### config.mk
export PLATFORM = sky130hd
export DESIGN_NAME = gclkc_top
export DESIGN_NICKNAME = d
export VERILOG_FILES = /design/src/gclkc_pkg.sv /design/src/gclkc_cfg_if.sv /design/src/gclkc_seq.sv /design/src/gclkc_top.sv
export SDC_FILE = /design/constraint.sdc
export NUM_CORES = 1
export LEC_CHECK = 0
export ABC_AREA = 1
export BUFFER_PORTS_ARGS = -buffer_cell sky130_fd_sc_hd__buf_2
export CAP_MARGIN = 10
export CORE_MARGIN = 5
export CORE_UTILIZATION = 48
export DETAILED_ROUTE_END_ITERATION = 6
export GPL_TIMING_DRIVEN = 0
export PLACE_DENSITY_LB_ADDON = 0.3
export SLEW_MARGIN = 20
export SYNTH_ARGS = -nofsm -noshare
export SYNTH_HDL_FRONTEND = slang
export SYNTH_SLANG_ARGS = --single-unit
### constraint.sdc
create_clock -name ref_clk -period 3.8 [get_ports ref_clk]
set_clock_uncertainty 0.15 [all_clocks]
set_input_delay 0.76 -clock ref_clk [delete_from_list [all_inputs] [get_ports ref_clk]]
set_output_delay 0.76 -clock ref_clk [all_outputs]
set_load 0.03 [all_outputs]
### src/gclkc_pkg.sv
// Package with constants and types for the generic clock controller.
package gclkc_pkg;
	localparam int NUM_GEN = 4;
	localparam int NUM_CH = 8;
	localparam int NUM_SRC = 4;
	localparam int GEN_W = 2;
	localparam int SRC_W = 2;
	localparam int CH_W = 3;

	// Register offsets (byte addresses).
	localparam logic [7:0] MAIN_CONTROL_OFS = 8'h00;
	localparam logic [7:0] STATUS_OFS = 8'h04;
	localparam logic [7:0] GENERATOR_CONTROL_OFS = 8'h20;
	localparam logic [7:0] PERIPHERAL_CHANNEL_CONTROL_OFS = 8'h80;

	// Main control fields.
	localparam int SOFT_RESET_BIT_POS = 0;
	localparam int STANDBY_POS = 1;

	// Generator control fields.
	localparam int GEN_SRC_LSB = 0;
	localparam int GEN_ENABLE_POS = 8;
	localparam int GEN_OE_POS = 11;
	localparam int RUN_IN_STANDBY_BIT_POS = 13;

	// Peripheral channel control fields.
	localparam int CH_GEN_LSB = 0;
	localparam int CHANNEL_ENABLE_BIT_POS = 6;
	localparam int WRITE_LOCK_BIT_POS = 7;

	// Reset values; generator 0 and channel 0 run straight after reset.
	localparam logic [31:0] GEN0_RESET_VAL = 32'h0000_0100;
	localparam logic [31:0] GENX_RESET_VAL = 32'h0000_0000;
	localparam logic [31:0] CH0_RESET_VAL = 32'h0000_0040;
	localparam logic [31:0] CHX_RESET_VAL = 32'h0000_0000;

	// Source wake settle time in cycles.
	localparam logic [3:0] SRC_WAKE_CYCLES = 4'h4;

	typedef enum logic [1:0] {
		GCLKC_IDLE = 2'b00,
		GCLKC_WAKE = 2'b01,
		GCLKC_GEN = 2'b11,
		GCLKC_CHAN = 2'b10
	} gclkc_state_e;

	// Picks the generator field of a channel control word.
	function automatic logic [1:0] gclkc_gen_of(input logic [31:0] ch);
		return ch[CH_GEN_LSB +: 2];
	endfunction : gclkc_gen_of
endpackage : gclkc_pkg

### src/gclkc_cfg_if.sv
// Interface carrying the configuration words between the register file and the sequencer.
`timescale 1ns/1ps
interface gclkc_cfg_if;
	logic [31:0] gen_cfg [gclkc_pkg::NUM_GEN];
	logic [31:0] ch_cfg [gclkc_pkg::NUM_CH];
	logic [gclkc_pkg::NUM_SRC-1:0] src_on;
	logic [gclkc_pkg::NUM_CH-1:0] ch_run;
	logic [gclkc_pkg::NUM_GEN-1:0] gen_run;
	logic standby;

	modport regs (output gen_cfg, output ch_cfg, output standby, input src_on);
	modport seq (input gen_cfg, input ch_cfg, input standby, output src_on, output ch_run,
		output gen_run);
endinterface : gclkc_cfg_if

### src/gclkc_seq.sv
// On-demand request sequencer: wakes the source, then generator, then channel.
`timescale 1ns/1ps
module gclkc_seq (
	// Clock and reset.
	input  wire logic                         ref_clk,
	input  wire logic                         rst_n,
	// Synchronised peripheral requests.
	input  wire logic [gclkc_pkg::NUM_CH-1:0] req,
	// Configuration and run state.
	gclkc_cfg_if.seq                          cfg
);
	gclkc_pkg::gclkc_state_e state_q;
	logic [gclkc_pkg::CH_W-1:0] ch_q;
	logic [3:0] cnt_q;
	logic [gclkc_pkg::NUM_CH-1:0] grant_q;
	logic [gclkc_pkg::NUM_GEN-1:0] gen_req;
	logic [gclkc_pkg::NUM_SRC-1:0] src_d;
	logic [gclkc_pkg::NUM_GEN-1:0] gen_act;
	logic [1:0] g;

	assign g = gclkc_pkg::gclkc_gen_of(cfg.ch_cfg[ch_q]);

	always_comb begin
		gen_req = '0;
		gen_act = '0;
		src_d = '0;
		for (int c = 0; c < gclkc_pkg::NUM_CH; c++) begin
			if (req[c] && grant_q[c]) begin
				gen_req[gclkc_pkg::gclkc_gen_of(cfg.ch_cfg[c])] = 1'b1;
			end
		end
		for (int n = 0; n < gclkc_pkg::NUM_GEN; n++) begin
			if (!cfg.standby) begin
				gen_act[n] = cfg.gen_cfg[n][gclkc_pkg::GEN_ENABLE_POS];
			end else begin
				gen_act[n] = gen_req[n] | (cfg.gen_cfg[n][gclkc_pkg::RUN_IN_STANDBY_BIT_POS]
					& cfg.gen_cfg[n][gclkc_pkg::GEN_OE_POS]);
			end
			if (gen_act[n]) begin
				src_d[cfg.gen_cfg[n][gclkc_pkg::GEN_SRC_LSB +: 2]] = 1'b1;
			end
		end
		if (state_q != gclkc_pkg::GCLKC_IDLE) begin
			src_d[cfg.gen_cfg[g][gclkc_pkg::GEN_SRC_LSB +: 2]] = 1'b1;
		end
	end

	assign cfg.src_on = src_d;
	assign cfg.gen_run = gen_act;

	always_ff @(posedge ref_clk) begin
		if (!rst_n) begin
			cfg.ch_run <= '0;
		end else begin
			for (int c = 0; c < gclkc_pkg::NUM_CH; c++) begin
				cfg.ch_run[c] <= cfg.ch_cfg[c][gclkc_pkg::CHANNEL_ENABLE_BIT_POS] &
					(cfg.standby ? (req[c] & grant_q[c]) : 1'b1) &
					gen_act[gclkc_pkg::gclkc_gen_of(cfg.ch_cfg[c])];
			end
		end
	end

	always_ff @(posedge ref_clk) begin
		if (!rst_n) begin
			state_q <= gclkc_pkg::GCLKC_IDLE;
			ch_q <= '0;
			cnt_q <= '0;
			grant_q <= '0;
		end else begin
			grant_q <= grant_q & req;
			case (state_q)
				gclkc_pkg::GCLKC_IDLE: begin
					// Ascending scan: the last match, the highest index, wins.
					for (int c = 0; c < gclkc_pkg::NUM_CH; c++) begin
						if (req[c] && !grant_q[c] && cfg.standby) begin
							ch_q <= c[gclkc_pkg::CH_W-1:0];
							state_q <= gclkc_pkg::GCLKC_WAKE;
							cnt_q <= '0;
						end
					end
				end
				gclkc_pkg::GCLKC_WAKE: begin
					cnt_q <= cnt_q + 4'h1;
					if (cnt_q == gclkc_pkg::SRC_WAKE_CYCLES) begin
						state_q <= gclkc_pkg::GCLKC_GEN;
					end
				end
				gclkc_pkg::GCLKC_GEN: begin
					state_q <= gclkc_pkg::GCLKC_CHAN;
				end
				gclkc_pkg::GCLKC_CHAN: begin
					grant_q[ch_q] <= 1'b1;
					state_q <= gclkc_pkg::GCLKC_IDLE;
				end
				default: begin
					state_q <= gclkc_pkg::GCLKC_IDLE;
				end
			endcase
		end
	end
endmodule : gclkc_seq

### src/gclkc_top.sv
// Generic clock controller top: Wishbone register file, reset handling and pin output.
//
// Chosen here: the Wishbone interface to the registers and the register offsets.
`timescale 1ns/1ps
module gclkc_top (
	// Clock and reset.
	input  wire logic                         ref_clk,
	input  wire logic                         rst_n,
	input  wire logic                         ext_reset,
	// Wishbone slave.
	input  wire logic                         wb_cyc_i,
	input  wire logic                         wb_stb_i,
	input  wire logic                         wb_we_i,
	input  wire logic [7:0]                   wb_adr_i,
	input  wire logic [3:0]                   wb_sel_i,
	input  wire logic [31:0]                  wb_dat_i,
	output logic      [31:0]                  wb_dat_o,
	output logic                              wb_ack_o,
	// Peripheral clock requests and grants.
	input  wire logic [gclkc_pkg::NUM_CH-1:0] clk_req,
	output logic      [gclkc_pkg::NUM_CH-1:0] ch_clk_en,
	output logic      [gclkc_pkg::NUM_GEN-1:0] gen_clk_en,
	output logic      [gclkc_pkg::NUM_SRC-1:0] src_wake,
	// Clock output pins, one per generator.
	output logic      [gclkc_pkg::NUM_GEN-1:0] clock_output_pin_oe
);
	gclkc_cfg_if cfg ();

	logic [31:0] gen_q [gclkc_pkg::NUM_GEN];
	logic [31:0] ch_q [gclkc_pkg::NUM_CH];
	logic [gclkc_pkg::NUM_CH-1:0] ext_off_q;
	logic [gclkc_pkg::NUM_CH-1:0] req_s1_q;
	logic [gclkc_pkg::NUM_CH-1:0] req_s2_q;
	logic ext_s1_q;
	logic ext_s2_q;
	logic ext_d_q;
	logic ext_pulse;
	logic standby_q;
	logic soft_rst;
	logic wr;
	logic hit_gen;
	logic hit_ch;
	logic [2:0] idx;
	logic [31:0] rd_d;

	// Two-stage synchronisers for pin inputs.
	always_ff @(posedge ref_clk) begin
		if (!rst_n) begin
			req_s1_q <= '0;
			req_s2_q <= '0;
			ext_s1_q <= 1'b0;
			ext_s2_q <= 1'b0;
			ext_d_q <= 1'b0;
		end else begin
			req_s1_q <= clk_req;
			req_s2_q <= req_s1_q;
			ext_s1_q <= ext_reset;
			ext_s2_q <= ext_s1_q;
			ext_d_q <= ext_s2_q;
		end
	end
	assign ext_pulse = ext_s2_q & ~ext_d_q;

	assign wr = wb_cyc_i & wb_stb_i & wb_we_i & ~wb_ack_o;
	assign idx = wb_adr_i[4:2];
	assign hit_gen = (wb_adr_i >= gclkc_pkg::GENERATOR_CONTROL_OFS) &&
		(wb_adr_i < gclkc_pkg::GENERATOR_CONTROL_OFS + 8'h10);
	assign hit_ch = (wb_adr_i >= gclkc_pkg::PERIPHERAL_CHANNEL_CONTROL_OFS) &&
		(wb_adr_i < gclkc_pkg::PERIPHERAL_CHANNEL_CONTROL_OFS + 8'h20);
	assign soft_rst = wr && wb_adr_i == gclkc_pkg::MAIN_CONTROL_OFS && wb_sel_i[0] &&
		wb_dat_i[gclkc_pkg::SOFT_RESET_BIT_POS];

	// Byte-lane merge of a write.
	function automatic logic [31:0] merge(input logic [31:0] old, input logic [31:0] nw,
		input logic [3:0] sel);
		logic [31:0] r;
		r = old;
		for (int b = 0; b < 4; b++) begin
			if (sel[b]) begin
				r[8*b +: 8] = nw[8*b +: 8];
			end
		end
		return r;
	endfunction : merge

	always_ff @(posedge ref_clk) begin
		if (!rst_n) begin
			standby_q <= 1'b0;
		end else if (soft_rst) begin
			standby_q <= 1'b0;
		end else if (wr && wb_adr_i == gclkc_pkg::MAIN_CONTROL_OFS && wb_sel_i[0]) begin
			standby_q <= wb_dat_i[gclkc_pkg::STANDBY_POS];
		end
	end

	// Generator control words.
	always_ff @(posedge ref_clk) begin
		if (!rst_n) begin
			gen_q[0] <= gclkc_pkg::GEN0_RESET_VAL;
			for (int n = 1; n < gclkc_pkg::NUM_GEN; n++) begin
				gen_q[n] <= gclkc_pkg::GENX_RESET_VAL;
			end
		end else begin
			for (int n = 0; n < gclkc_pkg::NUM_GEN; n++) begin
				if (n == 0 && (soft_rst || ext_pulse)) begin
					gen_q[0] <= gclkc_pkg::GEN0_RESET_VAL;
				end else if (ext_pulse) begin
					gen_q[n][gclkc_pkg::GEN_ENABLE_POS] <= 1'b0;
				end else if (soft_rst && !gen_locked(n)) begin
					gen_q[n] <= gclkc_pkg::GENX_RESET_VAL;
				end else if (wr && hit_gen && idx == 3'(n) && !gen_locked(n)) begin
					gen_q[n] <= merge(gen_q[n], wb_dat_i, wb_sel_i);
				end
			end
		end
	end

	// A generator other than 0 is locked when any channel fed by it holds the lock bit.
	function automatic logic gen_locked(input int n);
		logic l;
		l = 1'b0;
		if (n != 0) begin
			for (int c = 0; c < gclkc_pkg::NUM_CH; c++) begin
				if (ch_q[c][gclkc_pkg::WRITE_LOCK_BIT_POS] &&
					gclkc_pkg::gclkc_gen_of(ch_q[c]) == 2'(n)) begin
					l = 1'b1;
				end
			end
		end
		return l;
	endfunction : gen_locked

	// Peripheral channel control words.
	always_ff @(posedge ref_clk) begin
		if (!rst_n) begin
			ch_q[0] <= gclkc_pkg::CH0_RESET_VAL;
			for (int c = 1; c < gclkc_pkg::NUM_CH; c++) begin
				ch_q[c] <= gclkc_pkg::CHX_RESET_VAL;
			end
			ext_off_q <= '0;
		end else begin
			for (int c = 0; c < gclkc_pkg::NUM_CH; c++) begin
				if (ext_pulse) begin
					ext_off_q[c] <= ch_q[c][gclkc_pkg::CHANNEL_ENABLE_BIT_POS] |
						ext_off_q[c];
					ch_q[c][gclkc_pkg::CHANNEL_ENABLE_BIT_POS] <= 1'b0;
				end else if (ext_off_q[c] &&
					gen_q[gclkc_pkg::gclkc_gen_of(ch_q[c])][gclkc_pkg::GEN_ENABLE_POS]) begin
					ext_off_q[c] <= 1'b0;
					ch_q[c][gclkc_pkg::CHANNEL_ENABLE_BIT_POS] <= 1'b1;
				end else if (ch_q[c][gclkc_pkg::WRITE_LOCK_BIT_POS] &&
					gclkc_pkg::gclkc_gen_of(ch_q[c]) != 2'h0) begin
					ch_q[c] <= ch_q[c];
				end else if (soft_rst) begin
					// Soft reset restores each channel's own start-up word.
					ch_q[c] <= (c == 0) ? gclkc_pkg::CH0_RESET_VAL : gclkc_pkg::CHX_RESET_VAL;
					ext_off_q[c] <= 1'b0;
				end else if (wr && hit_ch && idx == 3'(c)) begin
					ch_q[c] <= merge(ch_q[c], wb_dat_i, wb_sel_i);
				end
			end
		end
	end

	always_comb begin
		for (int n = 0; n < gclkc_pkg::NUM_GEN; n++) begin
			cfg.gen_cfg[n] = gen_q[n];
		end
		for (int c = 0; c < gclkc_pkg::NUM_CH; c++) begin
			cfg.ch_cfg[c] = ch_q[c];
		end
		cfg.standby = standby_q;
	end

	gclkc_seq u_seq (
		.ref_clk (ref_clk),
		.rst_n   (rst_n),
		.req     (req_s2_q),
		.cfg     (cfg)
	);

	always_comb begin
		rd_d = 32'h0000_0000;
		if (wb_adr_i == gclkc_pkg::MAIN_CONTROL_OFS) begin
			rd_d[gclkc_pkg::STANDBY_POS] = standby_q;
		end else if (wb_adr_i == gclkc_pkg::STATUS_OFS) begin
			rd_d = {16'h0000, cfg.src_on, cfg.gen_run, cfg.ch_run};
		end else if (hit_gen) begin
			rd_d = gen_q[idx[1:0]];
		end else if (hit_ch) begin
			rd_d = ch_q[idx];
		end
	end

	// Single-wait-state slave; unmapped reads return zero, writes are dropped.
	always_ff @(posedge ref_clk) begin
		if (!rst_n) begin
			wb_ack_o <= 1'b0;
			wb_dat_o <= 32'h0000_0000;
		end else begin
			wb_ack_o <= wb_cyc_i & wb_stb_i & ~wb_ack_o;
			wb_dat_o <= rd_d;
		end
	end

	assign ch_clk_en = cfg.ch_run;
	assign gen_clk_en = cfg.gen_run;
	assign src_wake = cfg.src_on;

	// Clock output pin drive.
	always_comb begin
		for (int n = 0; n < gclkc_pkg::NUM_GEN; n++) begin
			clock_output_pin_oe[n] = gen_q[n][gclkc_pkg::GEN_OE_POS] & cfg.gen_run[n] &
				(~standby_q | gen_q[n][gclkc_pkg::RUN_IN_STANDBY_BIT_POS]);
		end
	end
endmodule : gclkc_top

### Yosys cells after proc, flatten, opt, wreduce, memory -nomap -nowiden

Memories as Yosys holds them, arrays and structs flattened.
Index checks and enable logic that the tools add are counted.

| word-level totals | value |
|---|---|
| flip-flop bits (word level) | 86 |
| bits in latches | 0 |
| memory bits (writable) | 384 |
| bits in read-only memories | 0 |
| output and inout bits | 53 |
| memories kept | 2 |

Memories:

| memory | words | width | read ports | clocked after memory_dff | write ports | line | RTL |
|---|---|---|---|---|---|---|---|
| ch_q | 8 | 32 | 9 | 0 | 8 | gclkc_top.sv:30 | `logic [31:0] ch_q [gclkc_pkg::NUM_CH];` |
| gen_q | 4 | 32 | 13 | 0 | 4 | gclkc_top.sv:29 | `logic [31:0] gen_q [gclkc_pkg::NUM_GEN];` |

| cells by class | value |
|---|---|
| $add $sub $neg | 1 |
| multipliers | 0 |
| div/mod/pow operators | 0 |
| $lt $le $gt $ge | 34 |
| eq/ne operators | 46 |
| shift-type cells | 0 |
| muxes and demuxes | 812 |
| bitwise logic cells | 193 |
| reductions and logical operators | 154 |

Operator list:

| cell | count |
|---|---|
| 8-bit two-way mux | 317 |
| 25-bit two-way mux | 24 |
| 1-bit two-way mux | 367 |
| 23-bit two-way mux | 8 |
| 6-bit two-way mux | 24 |
| 1-bit OR | 133 |
| 1-bit logical AND | 103 |
| 32-bit binary-select mux with 3-bit select | 1 |
| 32-bit two-way mux | 3 |
| 4-bit two-way mux | 21 |
| 32-bit binary-select mux with 2-bit select | 1 |
| 4-bit OR | 11 |
| 1-bit AND | 41 |
| 2-bit by 3-bit < comparator with 1-bit output (second input constant) | 13 |
| 2-bit equality test (second input constant) | 18 |
| 1-bit demux with 2-bit select | 13 |
| 2-bit by 1-bit >= comparator with 1-bit output (second input constant) | 13 |
| 2-bit two-way mux | 13 |
| 3-bit two-way mux | 8 |
| 3-bit != test (second input constant) | 8 |
| 3-bit nonzero test | 8 |
| 2-bit AND reduction | 11 |
| 2-bit nonzero test | 10 |
| 2-bit by 1-bit equality test with 1-bit output (second input constant) | 9 |
| other kinds (34) | 62 |

### Logic depth before layout (Yosys ltp)

An unclocked memory read counts as a cell.

| logic depth | value |
|---|---|
| word-level depth | 33 |
| depth in mapped cells | 15 |
| depth with buffers taken out | 14 |

### Cells and area by module

Synthesis repeated with hierarchy kept, for this count alone.

| second synthesis, totals | value |
|---|---|
| cell total of the unflattened synthesis | 2,547 |
| area total of the unflattened synthesis | 22,880.7 um2 |

Modules (own cells, without submodules):

| module | instances | cells an instance | area an instance (um2) | sequential area each (um2) |
|---|---|---|---|---|
| gclkc_top | 1 | 2,091 | 20,382.0 | 12,752.2 |
| gclkc_seq | 1 | 456 | 2,498.6 | 500.5 |

### Least setup slack after synthesis

Ideal clock, no wire load.

| timing | value |
|---|---|
| kind | input to register |
| start point | input port wb_adr_i[4] |
| end point | memory gen_q[3][0], enable pin |
| library setup time | 384 ps |
| data arrival time | 2,360 ps |
| data required time | 3,266 ps |
| slack | 906 ps |
| stages | 10 |
| buffers on the path | 2 |
| cells stage by stage | buf_4 > nor2_1 > nand2_1 > nor3_4 > nand3_4 > nand2_1 > nor2_2 > nand4_1 > buf_4 > o21ai_0 |

RTL lines:

| element | line | RTL |
|---|---|---|
| start, declared | gclkc_top.sv:14 | `input wire logic [7:0] wb_adr_i,` |
| end, declared | gclkc_top.sv:29 |  |

### Final worst setup path

| timing | value |
|---|---|
| start point | register standby_q, in the netlist cfg.standby |
| end point | output port src_wake[3] (netlist name) |

| on the way | value |
|---|---|
| longest elaborated chain between the ends | 10 |
| elaborated cells on any way between the ends | 13 |
| those cells by class | mux: 9; bitwise: 4 |

Ends and longest elaborated chain:

| element | line | RTL |
|---|---|---|
| start, declared | gclkc_top.sv:38 | `logic standby_q;` |
| start signal, assigned | gclkc_top.sv:92 | `standby_q <= wb_dat_i[gclkc_pkg::STANDBY_POS];` |
| 1-bit two-way mux | gclkc_seq.sv:33 | `if (!cfg.standby) begin` |
| 4-bit two-way mux | gclkc_seq.sv:39 | `if (gen_act[n]) begin` |
| 4-bit OR (no line) | - |  |
| 4-bit two-way mux | gclkc_seq.sv:39 |  |
| 4-bit OR (no line) | - |  |
| 4-bit two-way mux | gclkc_seq.sv:39 |  |
| 4-bit OR (no line) | - |  |
| 4-bit two-way mux * | gclkc_seq.sv:39 |  |
| 4-bit OR (no line) | - |  |
| 4-bit two-way mux * | gclkc_seq.sv:43 | `if (state_q != gclkc_pkg::GCLKC_IDLE) begin` |
| end, declared | gclkc_top.sv:23 | `output logic [gclkc_pkg::NUM_SRC-1:0] src_wake,` |

Mark *: on every way between the ends. The rest lies on a longest branch, timed or not.

==> results.sh <==
export IMPL_via_count=19200
export IMPL_p_int_mw=8.67
export IMPL_violations="DRC"
export IMPL_slew_headroom_pct=20.0
export IMPL_synth_top_family_by_area="simple AND/OR/NAND/NOR gates"
export IMPL_synth_seq_area_share_pct=61.0
export IMPL_antenna_found_initial=1
export IMPL_maxSlewViolCount=0
export IMPL_leakage_nw=10.2
export IMPL_ys_types=48
export IMPL_synthAdderAreaFrac_pct=0.115
export IMPL_status="finished, violations left"
export IMPL_cts_root_buf="clkbuf_16"
export IMPL_end_kind="primary output"
export IMPL_synthTopCellsByCount="478 x nor2_1, 395 x nand2_1, 384 x edfxtp_1, 209 x inv_1, 125 x o22ai_1"
export IMPL_die_area_mm2=0.0496
export IMPL_finalCriticalPeriod_ns=3.69
export IMPL_worst_hold_path_type="input pin to flop"
export IMPL_cap_viol_max_count=0
export IMPL_drc=2
export IMPL_fin_crit_sh_pct=97.2
export IMPL_worst_slew_pin_slew_ns=1.19
export IMPL_drt_iter0_drc=2963
export IMPL_avgSynthCellArea_um2=9.28
export IMPL_whs_ns=0.179
export IMPL_syn_nets=2403
export IMPL_synth_edff_count=384
export IMPL_muxShareOfSynthArea_pct=0
export IMPL_wl_um=82500
export IMPL_fin_cells=3146
export IMPL_ys_flop_type="edfxtp_1"
export IMPL_startpoint_type="flop"
export IMPL_setup_violations=0
export IMPL_viasPerCell=6.11
export IMPL_yosys_warnings=0
export IMPL_fin_ws_ns=0.108
export IMPL_num_antenna_cells=0
export IMPL_gp_congestion=1.06
export IMPL_dp_cells=3054
export IMPL_core_mm2=0.0451
export IMPL_hpwl_um=60900
export IMPL_die_h_um=223
export IMPL_hold_violations=0
export IMPL_power_density_mw_per_mm2=470
export IMPL_grt_use_total_pct=32.1
export IMPL_ios=111
export IMPL_p_clk_share_pct=41.3
export IMPL_post_dp_cell_area_mm2=0.0230
export IMPL_holdBufCountCts=0
export IMPL_clk_pin_slew_ns=0.07
export IMPL_overflow=0
export IMPL_synth_area_top_cells="edfxtp_1 53%, nor2_1 8.3%, dfxtp_1 7.9%"
export IMPL_rows=78
export IMPL_tritoncts="built"
export IMPL_crit_type="flop to primary output"
export IMPL_cp_required_ns=2.89
export IMPL_cts_buffer_depth=3
export IMPL_cts_max_level=2
export IMPL_place_ws_ns=-0.203
export IMPL_areaGrowthSynthToFinish_pct=13.6
export IMPL_io_buffers=109
export IMPL_switching_share_pct=25.3
export IMPL_synth_most_common_cell="nor2_1"
export IMPL_grt_max_degree=15
export IMPL_seqPwrFrac_pct=50.3
export IMPL_p_comb_share_pct=8.4
export IMPL_wl_per_cell_um=26.2
export IMPL_clk_latency_ns=0.62
export IMPL_arrival_ns=2.78
export IMPL_yosysTopAreaCell="edfxtp_1"
export IMPL_switching_power_mw=2.94
export IMPL_crit_fanout=10
export IMPL_final_nets=2566
export IMPL_dieWidth_um=223
export IMPL_antenna_left=0
export IMPL_grt_first_pass_wirelength_um=118000
export IMPL_initial_core_util_pct=48.2
export IMPL_syn_area_mm2=0.0217
export IMPL_synth_top_cell_area_share_pct=53.1
export IMPL_synth_xor_area_share_pct=0.0403
export IMPL_grt_pass1_vias=17800
export IMPL_synthSimpleGateAreaFrac_pct=20.6
export IMPL_cts_buffers=48
export IMPL_synth_compound_area_share_pct=11.4
export IMPL_ir_drop_v=0.000415
export IMPL_drive_gt1_share_pct=11.1
export IMPL_dr_pass1_iters=7
export IMPL_synthArstFlopShare_pct=0
export IMPL_ys_ff_latch=470
export IMPL_final_area_mm2=0.0247
export IMPL_fmax_mhz=271
export IMPL_cts_sinks=470
export IMPL_synth_cells=2343
## cells in the final DEF (no fill, tap or decap), types with 12 or more instances in the layout
cell type	n
nor2_1	477
nand2_1	393
edfxtp_1	384
inv_1	209
buf_2	155
o22ai_1	125
o21ai_0	117
nand3_1	99
dfxtp_1	86
clkbuf_1	84
a21oi_1	58
clkbuf_16	49
nor3_1	44
nand4_1	40
a22oi_1	37
o211ai_1	19
buf_1	15
o21ai_1	14
clkinv_2	13
clkinv_1	13
buf_4	12
## critical path, stage by stage, from the launching register on
cell and delay, ns:
dfxtp_1 0.31, buf_4 0.20, inv_2 0.13, clkbuf_4 0.25
a21oi_2 0.23, nand2_1 0.08, nor2_1 0.11, nand3_1 0.11
nand2_4 0.16, o21ai_0 0.12, nor2_1 0.12, nand2_1 0.14
buf_2 0.21
## layer usage
metal | track usage [%] | up-vias | share of wire, %
met4 | 13.8 | 2 | 5.0
met3 | 10.9 | 277 | 14
met1 | 43.5 | 9168 | 38
li1 | - | 8359 | -
met5 | 0 | - | 0.053
met2 | 47.4 | 1401 | 43
## stage by stage
step	setup TNS (ns)	power, mW	utilization, %
after detailed placement	-2.64	6.87	51.1
after global placement	-17.24	6.85	51.1
after global routing	-0.0738	11.9	54.8
final	0	11.6	54.8
after CTS	0	11.5	54.7
after floorplan	0	6.43	-
## flip-flops by register name, indices dropped and copies added (netlist names)
name and cells:
cfg.standby 1, ch_q 256, ext_d_q 1, ext_off_q 8, ext_s1_q 1, ext_s2_q 1
gen_q 128, req_s1_q 8, req_s2_q 8, u_seq.cfg.ch_run 8, u_seq.ch_q 3, u_seq.cnt_q 4
u_seq.grant_q 8, u_seq.state_q 2, wb_ack_o 1, wb_dat_o 32
## final timing paths
| path | startpoint | end | slack (ns) | depth (start not counted) |
|---|---|---|---|---|
| min | clk_req[7] | req_s1_q[7] | 0.18 | 3 |
| min reg2reg | req_s1_q[6] | req_s2_q[6] | 0.26 | 2 |
| max reg2reg | gen_q[3][8] | ch_q[5][10] | 0.25 | 7 |
| max | cfg.standby | src_wake[3] | 0.11 | 12 |
## cells by family (layout without fill, tap and decap cells)
logic type,Yosys count,in the layout
AO/OA/AOI/OAI,413,413
XOR/XNOR,1,1
adder cells (fa/ha/maj),2,2
buffers and inverters,373,576
flip-flops,470,470
AND/OR/NAND/NOR,1084,1084
## power groups by stage
stage	logic, mW	registers [mW]	clock network [mW]
global placement	0.919	5.93	0
CTS	0.936	5.83	4.78
floorplan	0.499	5.93	0
finish	0.979	5.83	4.79
detailed placement	0.931	5.94	0
global route	1.02	5.84	4.99
## what timing repair did
action,4_1_cts,5_1_grt
endpoints found under the setup margin,9,7
gates resized for setup,5,7
buffers inserted,0,2
pin swaps,0,1
## area by class of cell
| class | instances | area, um^2 |
|---|---|---|
| multi-input cells | 1500 | 7030 |
| flip-flops and latches | 470 | 13300 |
| plain buffers | 147 | 651 |
| inverters | 226 | 853 |
| well taps | 600 | 751 |
| repair buffers | 113 | 576 |
| clock buffers | 64 | 1350 |
| fillers | 4090 | 20400 |
| clock inverters | 26 | 235 |
Note: power is estimated with default switching activity, not from simulation.
